[config.mk]
export PLATFORM = sky130hd
export DESIGN_NAME = legacy_index_base_and_system_control
export DESIGN_NICKNAME = d
export VERILOG_FILES = /design/src/rtl/lib_sysctl_pkg.sv /design/src/rtl/irq_slot_serializer.sv /design/src/rtl/legacy_index_base_and_system_control.sv
export SDC_FILE = /design/constraint.sdc
export NUM_CORES = 1
export LEC_CHECK = 0
export BUFFER_PORTS_ARGS = -buffer_cell sky130_fd_sc_hd__buf_2
export CAP_MARGIN = 5
export CORE_MARGIN = 2
export CORE_UTILIZATION = 30
export CTS_BUF_LIST = sky130_fd_sc_hd__clkbuf_16
export CTS_CLUSTER_SIZE = 20
export DETAILED_ROUTE_END_ITERATION = 10
export GPL_TIMING_DRIVEN = 0
export PLACE_DENSITY = 0.49
export SYNTH_ARGS = -nofsm -noshare
export SYNTH_HDL_FRONTEND = slang
export SYNTH_SLANG_ARGS = --single-unit
[constraint.sdc]
create_clock -name sys_clk -period 6 [get_ports sys_clk]
set_input_delay 0.3 -clock sys_clk [delete_from_list [all_inputs] [get_ports sys_clk]]
set_output_delay 0.3 -clock sys_clk [all_outputs]
set_load 0.03 [all_outputs]
[src/rtl/lib_sysctl_pkg.sv]
// Package: offsets, field positions and reset values of the legacy base and system control
package lib_sysctl_pkg;
  // ----------------------------------------------------------------
  // Configuration offsets
  // ----------------------------------------------------------------
  localparam logic [7:0] OFF_LEGACY_BASE = 8'h44;
  localparam logic [7:0] OFF_SYS_CONTROL = 8'h80;
  // ----------------------------------------------------------------
  // Reset values
  // ----------------------------------------------------------------
  localparam logic [31:0] RST_LEGACY_BASE = 32'h0000_0001;
  localparam logic [31:0] RST_SYS_CONTROL = 32'h0000_0020;
  // ----------------------------------------------------------------
  // System control field positions and legacy base fixed bit
  // ----------------------------------------------------------------
  localparam int POS_ROTATION_LO = 30;
  localparam int POS_TIE_FIRST_TWO = 29;
  localparam int POS_MERGE_THREE = 28;
  localparam int POS_CLOCK_DIR = 27;
  localparam int POS_ROUTE_SEL = 26;
  localparam int POS_WRITE_FLAG = 25;
  localparam int POS_WRITE_EN = 24;
  localparam int POS_RESERVED = 23;
  localparam int POS_SUBSYS_LOCK = 5;
  localparam int POS_BASE_FIXED = 0;
  // ----------------------------------------------------------------
  // Interrupt pin register codes and counts
  // ----------------------------------------------------------------
  localparam logic [7:0] PIN_CODE_FIRST = 8'h01;
  localparam logic [7:0] PIN_CODE_SECOND = 8'h02;
  localparam int NUM_SOCKETS = 2;
  localparam int NUM_SLOTS = 4;
  localparam int NUM_INT_IRQS = 3;
  localparam int SW_CLK_HALF_DEFAULT = 100;
  typedef enum logic [0:0] {FUNC_SOCKET0, FUNC_SOCKET1} cfg_func_t;
endpackage

[src/rtl/irq_slot_serializer.sv]
// Serializer that walks the interrupt slots one per clock onto a serial line
`timescale 1ns/1ps
`default_nettype none
module irq_slot_serializer #(
  parameter int SLOTS = 4
) (
  input wire logic sys_clk,
  input wire logic nrst,
  input wire logic [SLOTS-1:0] slot_lvl,
  output logic ser_out,
  output logic ser_frame
);
  // ----------------------------------------------------------------
  // Parameter check
  // ----------------------------------------------------------------
  if (SLOTS < 2) begin : g_bad_slots
    $error("irq_slot_serializer needs at least two slots");
  end
  localparam int IW = $clog2(SLOTS);
  localparam logic [IW-1:0] LAST = IW'(SLOTS - 1);
  logic [IW-1:0] idx_r;
  logic ser_r;
  logic frame_r;
  // ----------------------------------------------------------------
  // Slot counter
  // ----------------------------------------------------------------
  always_ff @(posedge sys_clk) begin
    if (!nrst) begin
      idx_r <= '0;
    end else if (idx_r == LAST) begin
      idx_r <= '0;
    end else begin
      idx_r <= idx_r + 1'b1;
    end
  end
  // ----------------------------------------------------------------
  // Serial data and frame marker
  // ----------------------------------------------------------------
  always_ff @(posedge sys_clk) begin
    if (!nrst) begin
      ser_r <= 1'b0;
      frame_r <= 1'b0;
    end else begin
      ser_r <= slot_lvl[idx_r]; // [RULE18]
      frame_r <= (idx_r == '0);
    end
  end
  assign ser_out = ser_r;
  assign ser_frame = frame_r;
endmodule // irq_slot_serializer
`default_nettype wire

[src/rtl/legacy_index_base_and_system_control.sv]
// Legacy index port base and upper system control register bank
// Operation
// (RULE1) Base address is the index port; base plus one is the data port.
// (RULE2) Base accepts any word-aligned 32-bit I/O address; bit 0 reads one.
// (RULE3) One base register serves both socket functions; either write updates it.
// (RULE4) Base sits at 44h in both functions, resets to 0000_0001h.
// (RULE5) System control is one 32-bit register at 80h, resets to 0000_0020h.
// (RULE6) Software touches the global control bits only through function 0.
// (RULE7) Rotation field places three interrupts in slots ABC, BCD, CDA or DAB.
// (RULE8) Tie bit merges first and second interrupts onto the first; rotation applies.
// (RULE9) Tie-all merges all three onto the first and shows in the pin register.
// (RULE10) Clock direction zero: terminal is input; one: driven from internal oscillator.
// (RULE11) Route bit zero raises legacy line two; one raises card status change.
// (RULE12) Power write flag sets on a socket power write while the enable is one.
// (RULE13) Writing one to the flag clears it; writing zero leaves it.
// (RULE14) Enable one makes each power write interrupt; resets to zero.
// (RULE15) Bit 23 is reserved, read-only zero.
// (RULE16) Bit 5 locks the subsystem ID registers when one.
// (RULE17) I/O decoder claims on base match ignoring bit 0; even index, odd data.
// (RULE18) Merge first, then rotate, then serialize the interrupt stream.
`timescale 1ns/1ps
`default_nettype none
module legacy_index_base_and_system_control #(
  parameter int SW_CLK_HALF = lib_sysctl_pkg::SW_CLK_HALF_DEFAULT
) (
  input wire logic sys_clk,
  input wire logic nrst,
  input wire logic cfg_wr,
  input wire logic cfg_rd,
  input wire lib_sysctl_pkg::cfg_func_t cfg_func,
  input wire logic [7:0] cfg_addr,
  input wire logic [3:0] cfg_be,
  input wire logic [31:0] cfg_wdata,
  output logic [31:0] cfg_rdata,
  input wire logic io_req,
  input wire logic io_wr,
  input wire logic [31:0] io_addr,
  input wire logic [7:0] io_wdata,
  output logic io_claim,
  output logic io_index_sel,
  output logic io_data_sel,
  output logic [7:0] legacy_index,
  input wire logic [lib_sysctl_pkg::NUM_SOCKETS-1:0] pwr_write,
  input wire logic [lib_sysctl_pkg::NUM_INT_IRQS-1:0] irq_in,
  output logic [lib_sysctl_pkg::NUM_SLOTS-1:0] irq_slot,
  output logic irq_ser_out,
  output logic irq_ser_frame,
  output logic [7:0] int_pin_f0,
  output logic [7:0] int_pin_f1,
  output logic legacy_irq_two,
  output logic card_status_change,
  input wire logic switch_clk_in,
  output logic switch_clk_out,
  output logic switch_clk_oe,
  output logic switch_clk_level,
  output logic subsys_id_write_lock
);
  import lib_sysctl_pkg::*;
  // ----------------------------------------------------------------
  // Parameter check
  // ----------------------------------------------------------------
  if (SW_CLK_HALF < 1 || SW_CLK_HALF > 65535) begin : g_bad_half
    $error("SW_CLK_HALF must lie in 1..65535");
  end
  localparam logic [15:0] HALF_LAST = 16'(SW_CLK_HALF - 1);
  // ----------------------------------------------------------------
  // Storage
  // ----------------------------------------------------------------
  logic [31:1] base_r;
  logic [1:0] rotation_r;
  logic tie_two_r;
  logic merge_three_r;
  logic clk_dir_r;
  logic route_r;
  logic write_en_r;
  logic lock_r;
  logic [NUM_SOCKETS-1:0] flag_r;
  logic [NUM_SOCKETS-1:0] flag_nxt;
  logic [31:0] rdata_r;
  logic [7:0] index_r;
  logic [NUM_SLOTS-1:0] slot_r;
  logic [NUM_SLOTS-1:0] slot_nxt;
  logic sw_s1_r;
  logic sw_s2_r;
  logic osc_r;
  logic [15:0] div_r;
  logic wr_base;
  logic wr_ctl;
  logic wr_global;
  assign wr_base = cfg_wr && (cfg_addr == OFF_LEGACY_BASE);
  assign wr_ctl = cfg_wr && (cfg_addr == OFF_SYS_CONTROL);
  assign wr_global = wr_ctl && (cfg_func == FUNC_SOCKET0); // [RULE6]
  // ----------------------------------------------------------------
  // Legacy base register
  // ----------------------------------------------------------------
  always_ff @(posedge sys_clk) begin
    if (!nrst) begin
      base_r <= RST_LEGACY_BASE[31:1]; // [RULE4]
    end else if (wr_base) begin // [RULE3]
      if (cfg_be[3]) base_r[31:24] <= cfg_wdata[31:24];
      if (cfg_be[2]) base_r[23:16] <= cfg_wdata[23:16];
      if (cfg_be[1]) base_r[15:8] <= cfg_wdata[15:8];
      if (cfg_be[0]) base_r[7:1] <= cfg_wdata[7:1]; // [RULE2]
    end
  end
  // ----------------------------------------------------------------
  // Global system control bits
  // ----------------------------------------------------------------
  always_ff @(posedge sys_clk) begin
    if (!nrst) begin
      rotation_r <= RST_SYS_CONTROL[POS_ROTATION_LO+:2]; // [RULE5]
      tie_two_r <= RST_SYS_CONTROL[POS_TIE_FIRST_TWO];
      merge_three_r <= RST_SYS_CONTROL[POS_MERGE_THREE];
      clk_dir_r <= RST_SYS_CONTROL[POS_CLOCK_DIR];
      route_r <= RST_SYS_CONTROL[POS_ROUTE_SEL];
      write_en_r <= RST_SYS_CONTROL[POS_WRITE_EN]; // [RULE14]
    end else if (wr_global && cfg_be[3]) begin
      rotation_r <= cfg_wdata[POS_ROTATION_LO+:2];
      tie_two_r <= cfg_wdata[POS_TIE_FIRST_TWO];
      merge_three_r <= cfg_wdata[POS_MERGE_THREE];
      clk_dir_r <= cfg_wdata[POS_CLOCK_DIR];
      route_r <= cfg_wdata[POS_ROUTE_SEL];
      write_en_r <= cfg_wdata[POS_WRITE_EN];
    end
  end
  always_ff @(posedge sys_clk) begin
    if (!nrst) begin
      lock_r <= RST_SYS_CONTROL[POS_SUBSYS_LOCK];
    end else if (wr_ctl && cfg_be[0]) begin
      lock_r <= cfg_wdata[POS_SUBSYS_LOCK];
    end
  end
  assign subsys_id_write_lock = lock_r; // [RULE16]
  // ----------------------------------------------------------------
  // Per-socket power write flags, set wins over clear
  // ----------------------------------------------------------------
  always_comb begin
    for (int s = 0; s < NUM_SOCKETS; s++) begin
      flag_nxt[s] = flag_r[s];
      if (wr_ctl && cfg_be[3] && cfg_wdata[POS_WRITE_FLAG] && (int'(cfg_func) == s)) begin
        flag_nxt[s] = 1'b0; // [RULE13]
      end
      if (pwr_write[s] && write_en_r) begin
        flag_nxt[s] = 1'b1; // [RULE12] [RULE14]
      end
    end
  end
  always_ff @(posedge sys_clk) begin
    if (!nrst) begin
      flag_r <= '0;
    end else begin
      flag_r <= flag_nxt;
    end
  end
  always_ff @(posedge sys_clk) begin
    if (!nrst) begin
      legacy_irq_two <= 1'b0;
      card_status_change <= 1'b0;
    end else begin
      legacy_irq_two <= (|flag_nxt) && !route_r; // [RULE11]
      card_status_change <= (|flag_nxt) && route_r; // [RULE11]
    end
  end
  // ----------------------------------------------------------------
  // Configuration read data
  // ----------------------------------------------------------------
  always_ff @(posedge sys_clk) begin
    if (!nrst) begin
      rdata_r <= '0;
    end else if (cfg_rd) begin
      rdata_r <= '0;
      if (cfg_addr == OFF_LEGACY_BASE) begin
        rdata_r <= {base_r, 1'b1}; // [RULE2]
      end else if (cfg_addr == OFF_SYS_CONTROL) begin
        rdata_r <= {rotation_r, tie_two_r, merge_three_r, clk_dir_r, route_r,
                    flag_r[cfg_func], write_en_r, 1'b0, 17'h0_0000, lock_r,
                    5'h00}; // [RULE15]
      end
    end
  end
  assign cfg_rdata = rdata_r;
  // ----------------------------------------------------------------
  // Legacy index/data I/O decode
  // ----------------------------------------------------------------
  assign io_claim = io_req && (io_addr[31:1] == base_r[31:1]); // [RULE17] [RULE1]
  assign io_index_sel = io_claim && !io_addr[0]; // [RULE1]
  assign io_data_sel = io_claim && io_addr[0];
  always_ff @(posedge sys_clk) begin
    if (!nrst) begin
      index_r <= 8'h00;
    end else if (io_index_sel && io_wr) begin
      index_r <= io_wdata;
    end
  end
  assign legacy_index = index_r;
  // ----------------------------------------------------------------
  // Interrupt merge and rotation
  // ----------------------------------------------------------------
  always_comb begin
    logic [NUM_INT_IRQS-1:0] src;
    logic [1:0] pos;
    src = irq_in;
    pos = 2'b00;
    if (merge_three_r) begin
      src = {2'b00, |irq_in}; // [RULE9] [RULE18]
    end else if (tie_two_r) begin
      src = {irq_in[2], 1'b0, irq_in[0] | irq_in[1]}; // [RULE8] [RULE18]
    end
    slot_nxt = '0;
    for (int i = 0; i < NUM_INT_IRQS; i++) begin
      pos = 2'(i) + rotation_r;
      slot_nxt[pos] = slot_nxt[pos] | src[i]; // [RULE7]
    end
  end
  always_ff @(posedge sys_clk) begin
    if (!nrst) begin
      slot_r <= '0;
    end else begin
      slot_r <= slot_nxt;
    end
  end
  assign irq_slot = slot_r;
  assign int_pin_f0 = PIN_CODE_FIRST;
  assign int_pin_f1 = merge_three_r ? PIN_CODE_FIRST : PIN_CODE_SECOND; // [RULE9]
  irq_slot_serializer #(.SLOTS(NUM_SLOTS)) u_ser (
    .sys_clk(sys_clk),
    .nrst(nrst),
    .slot_lvl(slot_r),
    .ser_out(irq_ser_out),
    .ser_frame(irq_ser_frame)
  );
  // ----------------------------------------------------------------
  // Power switch clock terminal
  // ----------------------------------------------------------------
  always_ff @(posedge sys_clk) begin
    if (!nrst) begin
      sw_s1_r <= 1'b0;
      sw_s2_r <= 1'b0;
    end else begin
      sw_s1_r <= switch_clk_in;
      sw_s2_r <= sw_s1_r;
    end
  end
  always_ff @(posedge sys_clk) begin
    if (!nrst) begin
      div_r <= 16'h0000;
      osc_r <= 1'b0;
    end else if (div_r == HALF_LAST) begin
      div_r <= 16'h0000;
      osc_r <= !osc_r;
    end else begin
      div_r <= div_r + 16'h0001;
    end
  end
  assign switch_clk_out = osc_r;
  assign switch_clk_oe = clk_dir_r; // [RULE10]
  assign switch_clk_level = clk_dir_r ? osc_r : sw_s2_r; // [RULE10]
endmodule // legacy_index_base_and_system_control
`default_nettype wire

Word level (Yosys, flattened, before mapping)
Index checks and enable logic that the tools add are counted.
{"block": "word_totals", "reg_bits": 110, "out_inout_bits": 71, "elab_cells": 109}
{"block": "classes", "n_addsub": 4, "magnitude_cmp": 8, "n_eq_ne": 5, "mux": 28, "n_bitwise": 8, "reduce_logical": 32}
{"operator": "32-bit 2-to-1 mux", "n": 2}
{"operator": "31-bit == test", "n": 1}
{"operator": "1-bit logical AND", "n": 20}
{"operator": "16-bit by 1-bit adder with 16-bit output (second input constant)", "n": 1}
{"operator": "16-bit by 7-bit == test with 1-bit output (second input constant)", "n": 1}
{"operator": "1-bit 2-to-1 mux", "n": 14}
{"operator": "2-bit by 3-bit less-than comparator with 1-bit output (second input constant)", "n": 4}
{"operator": "1-bit binary-select mux with 2-bit select", "n": 4}
{"operator": "4-bit bitwise mux", "n": 2}
{"operator": "8-bit by 7-bit == test with 1-bit output (second input constant)", "n": 1}
{"operator": "8-bit == test (second input constant)", "n": 1}
{"operator": "2-bit AND reduction", "n": 4}
{"operator": "1-bit demux with 2-bit select", "n": 3}
{"operator": "2-bit by 1-bit greater-or-equal comparator with 1-bit output (second input constant)", "n": 3}
{"operator": "2-bit OR reduction", "n": 3}
{"operator": "4-bit AND", "n": 1}
{"operator": "2-bit 2-to-1 mux", "n": 2}
{"operator": "1-bit bitwise OR", "n": 4}
{"operator": "1-bit zero test", "n": 3}
{"operator": "3-bit 2-to-1 mux", "n": 1}
{"operator": "1-bit inverter", "n": 3}
{"operator": "3-bit OR reduction", "n": 1}
{"operator": "1-bit by 2-bit adder with 2-bit output (first input constant)", "n": 1}
{"operator": "2-bit by 1-bit adder with 2-bit output (second input constant)", "n": 1}
{"operator": "4 further kinds", "n": 4}

Longest topological paths before layout
Gate-level depths: netlist of the first run.
{"block": "logic_depth", "depth_word": 13, "ltp_mapped": 7, "depth_no_buf": 7}

By module
From an unflattened synthesis of the first run, not the netlist that was laid out.
{"block": "hier_totals", "hier_cells": 548, "area_unflattened_um2": 4908.5}
{"module": "legacy_index_base_and_system_control", "instances": 1, "cells_per_inst": 535, "area_each_um2": 4744.6}
{"module": "irq_slot_serializer", "instances": 1, "cells_per_inst": 13, "area_each_um2": 163.9}

Least setup slack after synthesis of the first run
Ideal clock, no wire load.
{"block": "synth_timing", "path_type": "reg-to-output", "start": "register base_r[14] in the netlist's numbering", "end": "output io_index_sel", "t_arrival_ns": 2.010, "t_required_ns": 5.700, "slack_ns": 3.690, "stages_incl_launch_ff": 6, "path_cell_list": "dfxtp_1 > xnor2_1 > nand4_1 > or4_1 > clkbuf_1 > nor3_1"}
{"block": "synth_between", "elab_chain_len": 3}
{"element": "start, declared", "line_no": "legacy_index_base_and_system_control.sv:69", "text": "logic [31:1] base_r;"}
{"element": "start signal, assigned", "line_no": "legacy_index_base_and_system_control.sv:98", "text": "base_r <= RST_LEGACY_BASE[31:1];"}
{"element": "31-bit == test", "line_no": "legacy_index_base_and_system_control.sv:185", "text": "assign io_claim = io_req && (io_addr[31:1] == base_r[31:1]);"}
{"element": "1-bit logical AND", "line_no": "legacy_index_base_and_system_control.sv:185"}
{"element": "1-bit logical AND", "line_no": "legacy_index_base_and_system_control.sv:186", "text": "assign io_index_sel = io_claim && !io_addr[0];"}
{"element": "end, declared", "line_no": "legacy_index_base_and_system_control.sv:40", "text": "output logic io_index_sel,"}
No other way between the ends.

Worst setup path in the final report of the first run
{"block": "layout_timing", "start": "register base_r[24] in the netlist's numbering", "end": "output io_index_sel"}
Same word-level chain as after synthesis.

==> results.toml, run 1 <==
[run_status]
status = "completed"

[finish]
final_common_cell = "buf_2"
antenna_cells = 0
post-route-cell-area_mm2 = 0.006248
drive_gt1_frac = 0.2652
final_core_util = 0.3919
final_cell_mix = "buf_2, dfxtp_1, nand2_1"
syn2layout_area_growth_pct = 27.20
nets = 840

[clocking]
cts_tree = "yes"
root_buffer = "clkbuf_16"
cts_setup_buffers = 0
cts_made_buffers = 9
cts.sink_count = 110
cts_buffer_depth = 2
cts_resized = 0
htreeDepth = 3
cts.clk_slew.worst_paths_ns = 0.07
clk-insertion-delay-late_ns = 0.35
postCtsHoldBufs = 0

[sta]
fin_skew_ns = 0.008031
setup_tns_ns = 0
fin_crit_ns = 2.730
max_freq_ghz = 0.3663
hold_viol = 0
tightestPinTransition_ns = 1.060
fin_hold_ws_ns = 0.1634
worst_slew_margin_rel = 0.2915
slew_viol_final = 0
setup_viol = 0
grt_setup_unrepaired = "false"
finalCritPeriodShare = 0.4550

[logic_synthesis]
synth_edf_count = 0
synth-main-ff-cell = "dfxtp_1"
syn-cell-area_mm2 = 0.004912
syn_avg_cell_area_um2 = 8.710
syn_inst = 564
ys_types = 49
synthArstFlopShare = 0
ys_warn_count = 0
ys_seq_area_frac = 0.4483
ys_seq_elements = 110

[power_and_ir_drop]
p_total_mw = 1.455
p_leak_nw = 2.446
peakVddDrop_v = 0.0001442
powerDensity_mw_per_mm2 = 232.9

[floorplan]
die-area_mm2 = 0.01741
die_w_um = 132.0
fp.coreArea_mm2 = 0.01594
pin_count = 168
start_util = 0.3081
dieHeight_um = 132.0
rows = 46

[grt]
grt_pass1_vias = 4597
grt_overflow = 0
antenna_found_initial = 0
grt_max_degree = 17
track_usage = 0.1795
grt_pass1_wl_um = 24540

[critical_path]
worstPathCellList = "xnor2_1, nand4_1, or4_1, clkbuf_1, nor3_1, buf_2"
slowest_stage = "or4_1"
slowest_delay_ns = 0.55
critPathRequiredTime_ns = 5.70
worst-path-max-fanout = 10
startpoint_type = "flip-flop"
crit_type = "flip-flop to output port"
arrival_ns = 2.43
endpoint_kind = "output port"

[worst_hold_path]
hold_class = "primary input to flip-flop"

[detailed_routing]
avgViaCountPerCell = 4.943
dr.first_iter.drc_count = 317
finalWirelength_um = 15800
drc = 0
drt-wirelength-per-cell_um = 16.54
postRouteAntennaNets = 0
dr.pass1.iters = 7
dr_total_vias = 4721

[placement]
place_area_mm2 = 0.005968
gp_congestion = 0.8653
dpl.hpwl_um = 12180
io_buffers = 148

[run]
maxCapViolCount = 0
[metal layers]
layer	wire length, µm	global-route usage	vias up
li1	-	-	2316
met1	6960	0.2338	2232
met2	7555	0.3027	161
met3	1065	0.03383	12
met4	217	0.05193	0
met5	0	0	-
[final timing paths]
kind	from	to	slack [ns]	cells past startpoint
min reg2reg	sw_s1_r	sw_s2_r	0.44	1
max	base_r[24]	io_index_sel	3.27	6
max reg2reg	rotation_r[0]	irq_slot[0]	3.47	7
min	switch_clk_in	sw_s1_r	0.16	2
[power by group]
part / switching, mW / internal, mW
combinational: 0.0776 / 0.0505
sequential: 0.00483 / 0.736
clock: 0.268 / 0.318
[sequential cells by signal, indices dropped and copies added, names as in the netlist]
register and count:
sw_s2_r 1, u_ser.idx_r 2, subsys_id_write_lock 1, rotation_r 2, flag_r 2, card_status_change 1
route_r 1, legacy_index 8, base_r 31, sw_s1_r 1, merge_three_r 1, switch_clk_out 1
write_en_r 1, u_ser.ser_frame 1, u_ser.ser_out 1, tie_two_r 1, legacy_irq_two 1, irq_slot 4
cfg_rdata 32, div_r 16, switch_clk_oe 1
[cell usage after synthesis (all sizes together) (3+ instances only)]
cell | count | area, µm²
nand4 | 26 | 162.7
clkbuf | 19 | 72.56
o21ai | 6 | 30.03
nand2 | 60 | 225.2
a22oi | 22 | 165.2
o31ai | 8 | 60.06
and3 | 3 | 18.77
a222oi | 9 | 90.09
nor2 | 58 | 217.7
buf | 27 | 188.9
and2 | 5 | 31.28
dfxtp | 110 | 2202
ha | 8 | 100.1
xnor2 | 40 | 350.3
nand3 | 45 | 225.2
nor4 | 6 | 80.07
or4 | 3 | 22.52
a21oi | 49 | 245.2
xor2 | 5 | 43.79
o22ai | 4 | 25.02
inv | 14 | 52.55
nor3 | 10 | 61.31
[area by class of cell]
cell class | count | area [µm²]
Timing Repair Buffer | 148 | 740.7
Tap cell | 216 | 270.3
Inverter | 15 | 56.30
Fill cell | 1667 | 9694
Clock buffer | 9 | 225.2
Sequential cell | 110 | 2202
Clock inverter | 6 | 55.05
Multi-Input combinational cell | 405 | 2437
Buffer | 46 | 261.5
[stage by stage]
stage | setup slack, ns | cells
3_5_place_dp | 3.485 | 940
2_1_floorplan | 3.690 | 576
6_report | 3.270 | 955
5_1_grt | 3.111 | 955
3_3_place_gp | 3.505 | 940
4_1_cts | 3.270 | 955
[logic make-up (layout without fill, tap and decap cells)]
kind of cell               after synthesis  after routing  share of synthesized area
muxes                                    4              4                    0.01350
other                                    2             14                   0.001529
buffers and inverters                   61            224                    0.06469
adders and majority gates                8              8                    0.02038
DFF                                    110            110                     0.4483
and+or+nand+nor                        228            228                     0.2328
AOI/OAI and AO/OA                      106            106                     0.1386
xor gates and xnor gates                45             45                    0.08023
[worst max-delay path, delay by kind of cell (launching register included)]
kind          cells  cell delay [ns]
buf+inv           2             0.45
xor+xnor          1             0.30
simple gates      3             0.99
flops             1             0.34
(Power assumes the default switching activity.)
==> inputs of run 2 (changes only) <==
ABC_AREA = 1   (was unset)
clock period = 2.8 ns   (was 6 ns; I/O delays follow)
==> results.toml, run 2 <==
[power_and_ir_drop]
powerDensity_mw_per_mm2 = 486.9
p_total_mw = 3.155
peakVddDrop_v = 0.0002654
p_leak_nw = 2.840

[logic_synthesis]
ys_seq_elements = 110
syn_inst = 688
yosys.area.top_type = "dfxtp_1"
synth_area_leaders = "dfxtp_1, nand2_1, nor2_1"
synth_top_area_frac = 0.4337
ys_warn_count = 0
synth_edf_count = 0
synthArstFlopShare = 0
syn_avg_cell_area_um2 = 7.380
ys_types = 47
yosysMostFrequentCell = "nand2_1"
synth-main-ff-cell = "dfxtp_1"
syn-cell-area_mm2 = 0.005077
ys_seq_area_frac = 0.4337
ys_top_cells_by_count = "nand2_1, dfxtp_1, nor2_1"

[detailed_routing]
dr_total_vias = 4908
postRouteAntennaNets = 0
avgViaCountPerCell = 4.495
met3_wirelength_um = 803
dr.pass1.iters = 5
wl_met1_um = 7297
drt-wirelength-per-cell_um = 14.12
finalWirelength_um = 15420
wl_met2_um = 6929
dr.first_iter.drc_count = 279
drc = 0
maxUsedRoutingLayer = "met4"

[clocking]
postCtsHoldBufs = 3
cts.clk_slew.worst_paths_ns = 0.07
cts_tree = "yes"
cts_resized = 0
cts.sink_count = 110
cts_buffer_depth = 2
root_buffer = "clkbuf_16"
cts_setup_buffers = 0
cts_made_buffers = 9
htreeDepth = 3
clk-insertion-delay-late_ns = 0.35

[critical_path]
endpoint_kind = "output port"
slowest_delay_ns = 0.35
path_delay_family = "simple AND/OR/NAND/NOR gates"
arrival_ns = 1.96
critPathRequiredTime_ns = 2.66
crit_type = "flip-flop to output port"
crit_buf_inv = 2
startpoint_type = "flip-flop"
worst-path-max-fanout = 3
worstPathCellList = "xor2_1, nor2_1, nand2_1, nor4_1, nand2_1, nor2_4, inv_1, nor2_1, buf_2"
slowest_stage = "dfxtp_1"

[worst_hold_path]
hold_class = "primary input to flip-flop"

[finish]
multi_input_area_mm2 = 0.002374
nets = 970
n_fill_cell = 1833
largest_register_ff_count = 32
syn2layout_area_growth_pct = 27.62
drive_gt1_frac = 0.2379
final_common_cell = "buf_2"
regArea_mm2 = 0.002202
final_cell_mix = "buf_2, nand2_1, dfxtp_1"

[sta]
layout_setup_ws_ns = 0.6969
setup_viol = 0
finalCritPeriodShare = 0.7511
worst_slew_margin_rel = 0.5480
tightestPinTransition_ns = 0.6780
fin_crit_ns = 2.103
fin_skew_ns = 0.006457
hold_viol = 0
slew_viol_final = 0
setup_tns_ns = 0
fin_hold_ws_ns = 0.008897
max_freq_ghz = 0.4755
grt_setup_unrepaired = "false"

[floorplan]
fp.coreArea_mm2 = 0.01658
rows = 47
die_w_um = 134.1
die-area_mm2 = 0.01798
start_util = 0.3062
pin_count = 168
dieHeight_um = 134.1

[placement]
dpl.hpwl_um = 12250
gp_congestion = 0.8262
io_buffers = 151
pre_cts_slack_ns = 0.8400

[run_status]
status = "completed"

[grt]
grt_pass1_wl_um = 24120
track_usage = 0.1730
grt_overflow = 0
grt_pass1_vias = 4668
grt_max_degree = 18
antenna_found_initial = 2

[run]
maxCapViolCount = 0
## run 2: worst reg2reg max path, stage by stage (launching register included)
cell and delay, ns:
dfxtp_1 0.45, inv_1 0.21, ha_1 0.35, nand3b_1 0.15, nand2_1 0.12, nand3_1 0.11, nand3_1 0.08, nand3_1 0.08
nand2_1 0.13, nand3_1 0.08, nand2_1 0.07, inv_1 0.04
## run 2: power breakdown
group          switching [mW]  total, mW  leakage, nW  internal, mW
clock                   0.599       1.29        0.144         0.690
sequential            0.00892       1.59        0.889          1.58
combinational           0.172      0.278         1.81         0.106
total                   0.780       3.16         2.84          2.37
## run 2: worst paths after layout
kind | cells after the start | slack [ns] | from | end
hold / removal | 3 | 0.009 | io_wdata[3] | legacy_index[3]
hold reg to reg | 2 | 0.41 | sw_s1_r | sw_s2_r
setup / recovery | 9 | 0.70 | base_r[5] | io_data_sel
setup reg to reg | 11 | 0.84 | rotation_r[0] | irq_slot[3]
## run 2: routing by layer
| metal | global-route usage | vias up |
|---|---|---|
| li1 | - | 2573 |
| met3 | 0.02721 | 22 |
| met1 | 0.2356 | 2172 |
| met5 | 0 | - |
| met4 | 0.07368 | 0 |
| met2 | 0.2726 | 141 |
## run 2: layout make-up
class,instances,share of cell area
Clock buffer,9,0.03476
Antenna cell,2,0.0007724
Buffer,38,0.03456
Tap cell,220,0.04248
Sequential cell,110,0.3398
Multi-Input combinational cell,466,0.3663
Clock inverter,7,0.01023
Inverter,86,0.04982
Timing Repair Buffer,154,0.1213
## run 2: through the flow
step,util,cell area [µm²],std cells
2_1_floorplan,-,5122,700
3_3_place_gp,0.3711,6153,1071
3_5_place_dp,0.3711,6153,1071
4_1_cts,0.3904,6475,1090
5_1_grt,0.3908,6480,1092
6_report,0.3908,6480,1092
## run 2: cells by family after synthesis
| family | count (synthesis) | synth area share |
|---|---|---|
| flops | 110 | 0.4337 |
| fa+ha+maj | 8 | 0.01971 |
| compound gates | 131 | 0.1602 |
| buf+inv | 124 | 0.1077 |
| simple gates | 305 | 0.2634 |
| other cells | 2 | 0.001479 |
| xor+xnor | 8 | 0.01380 |
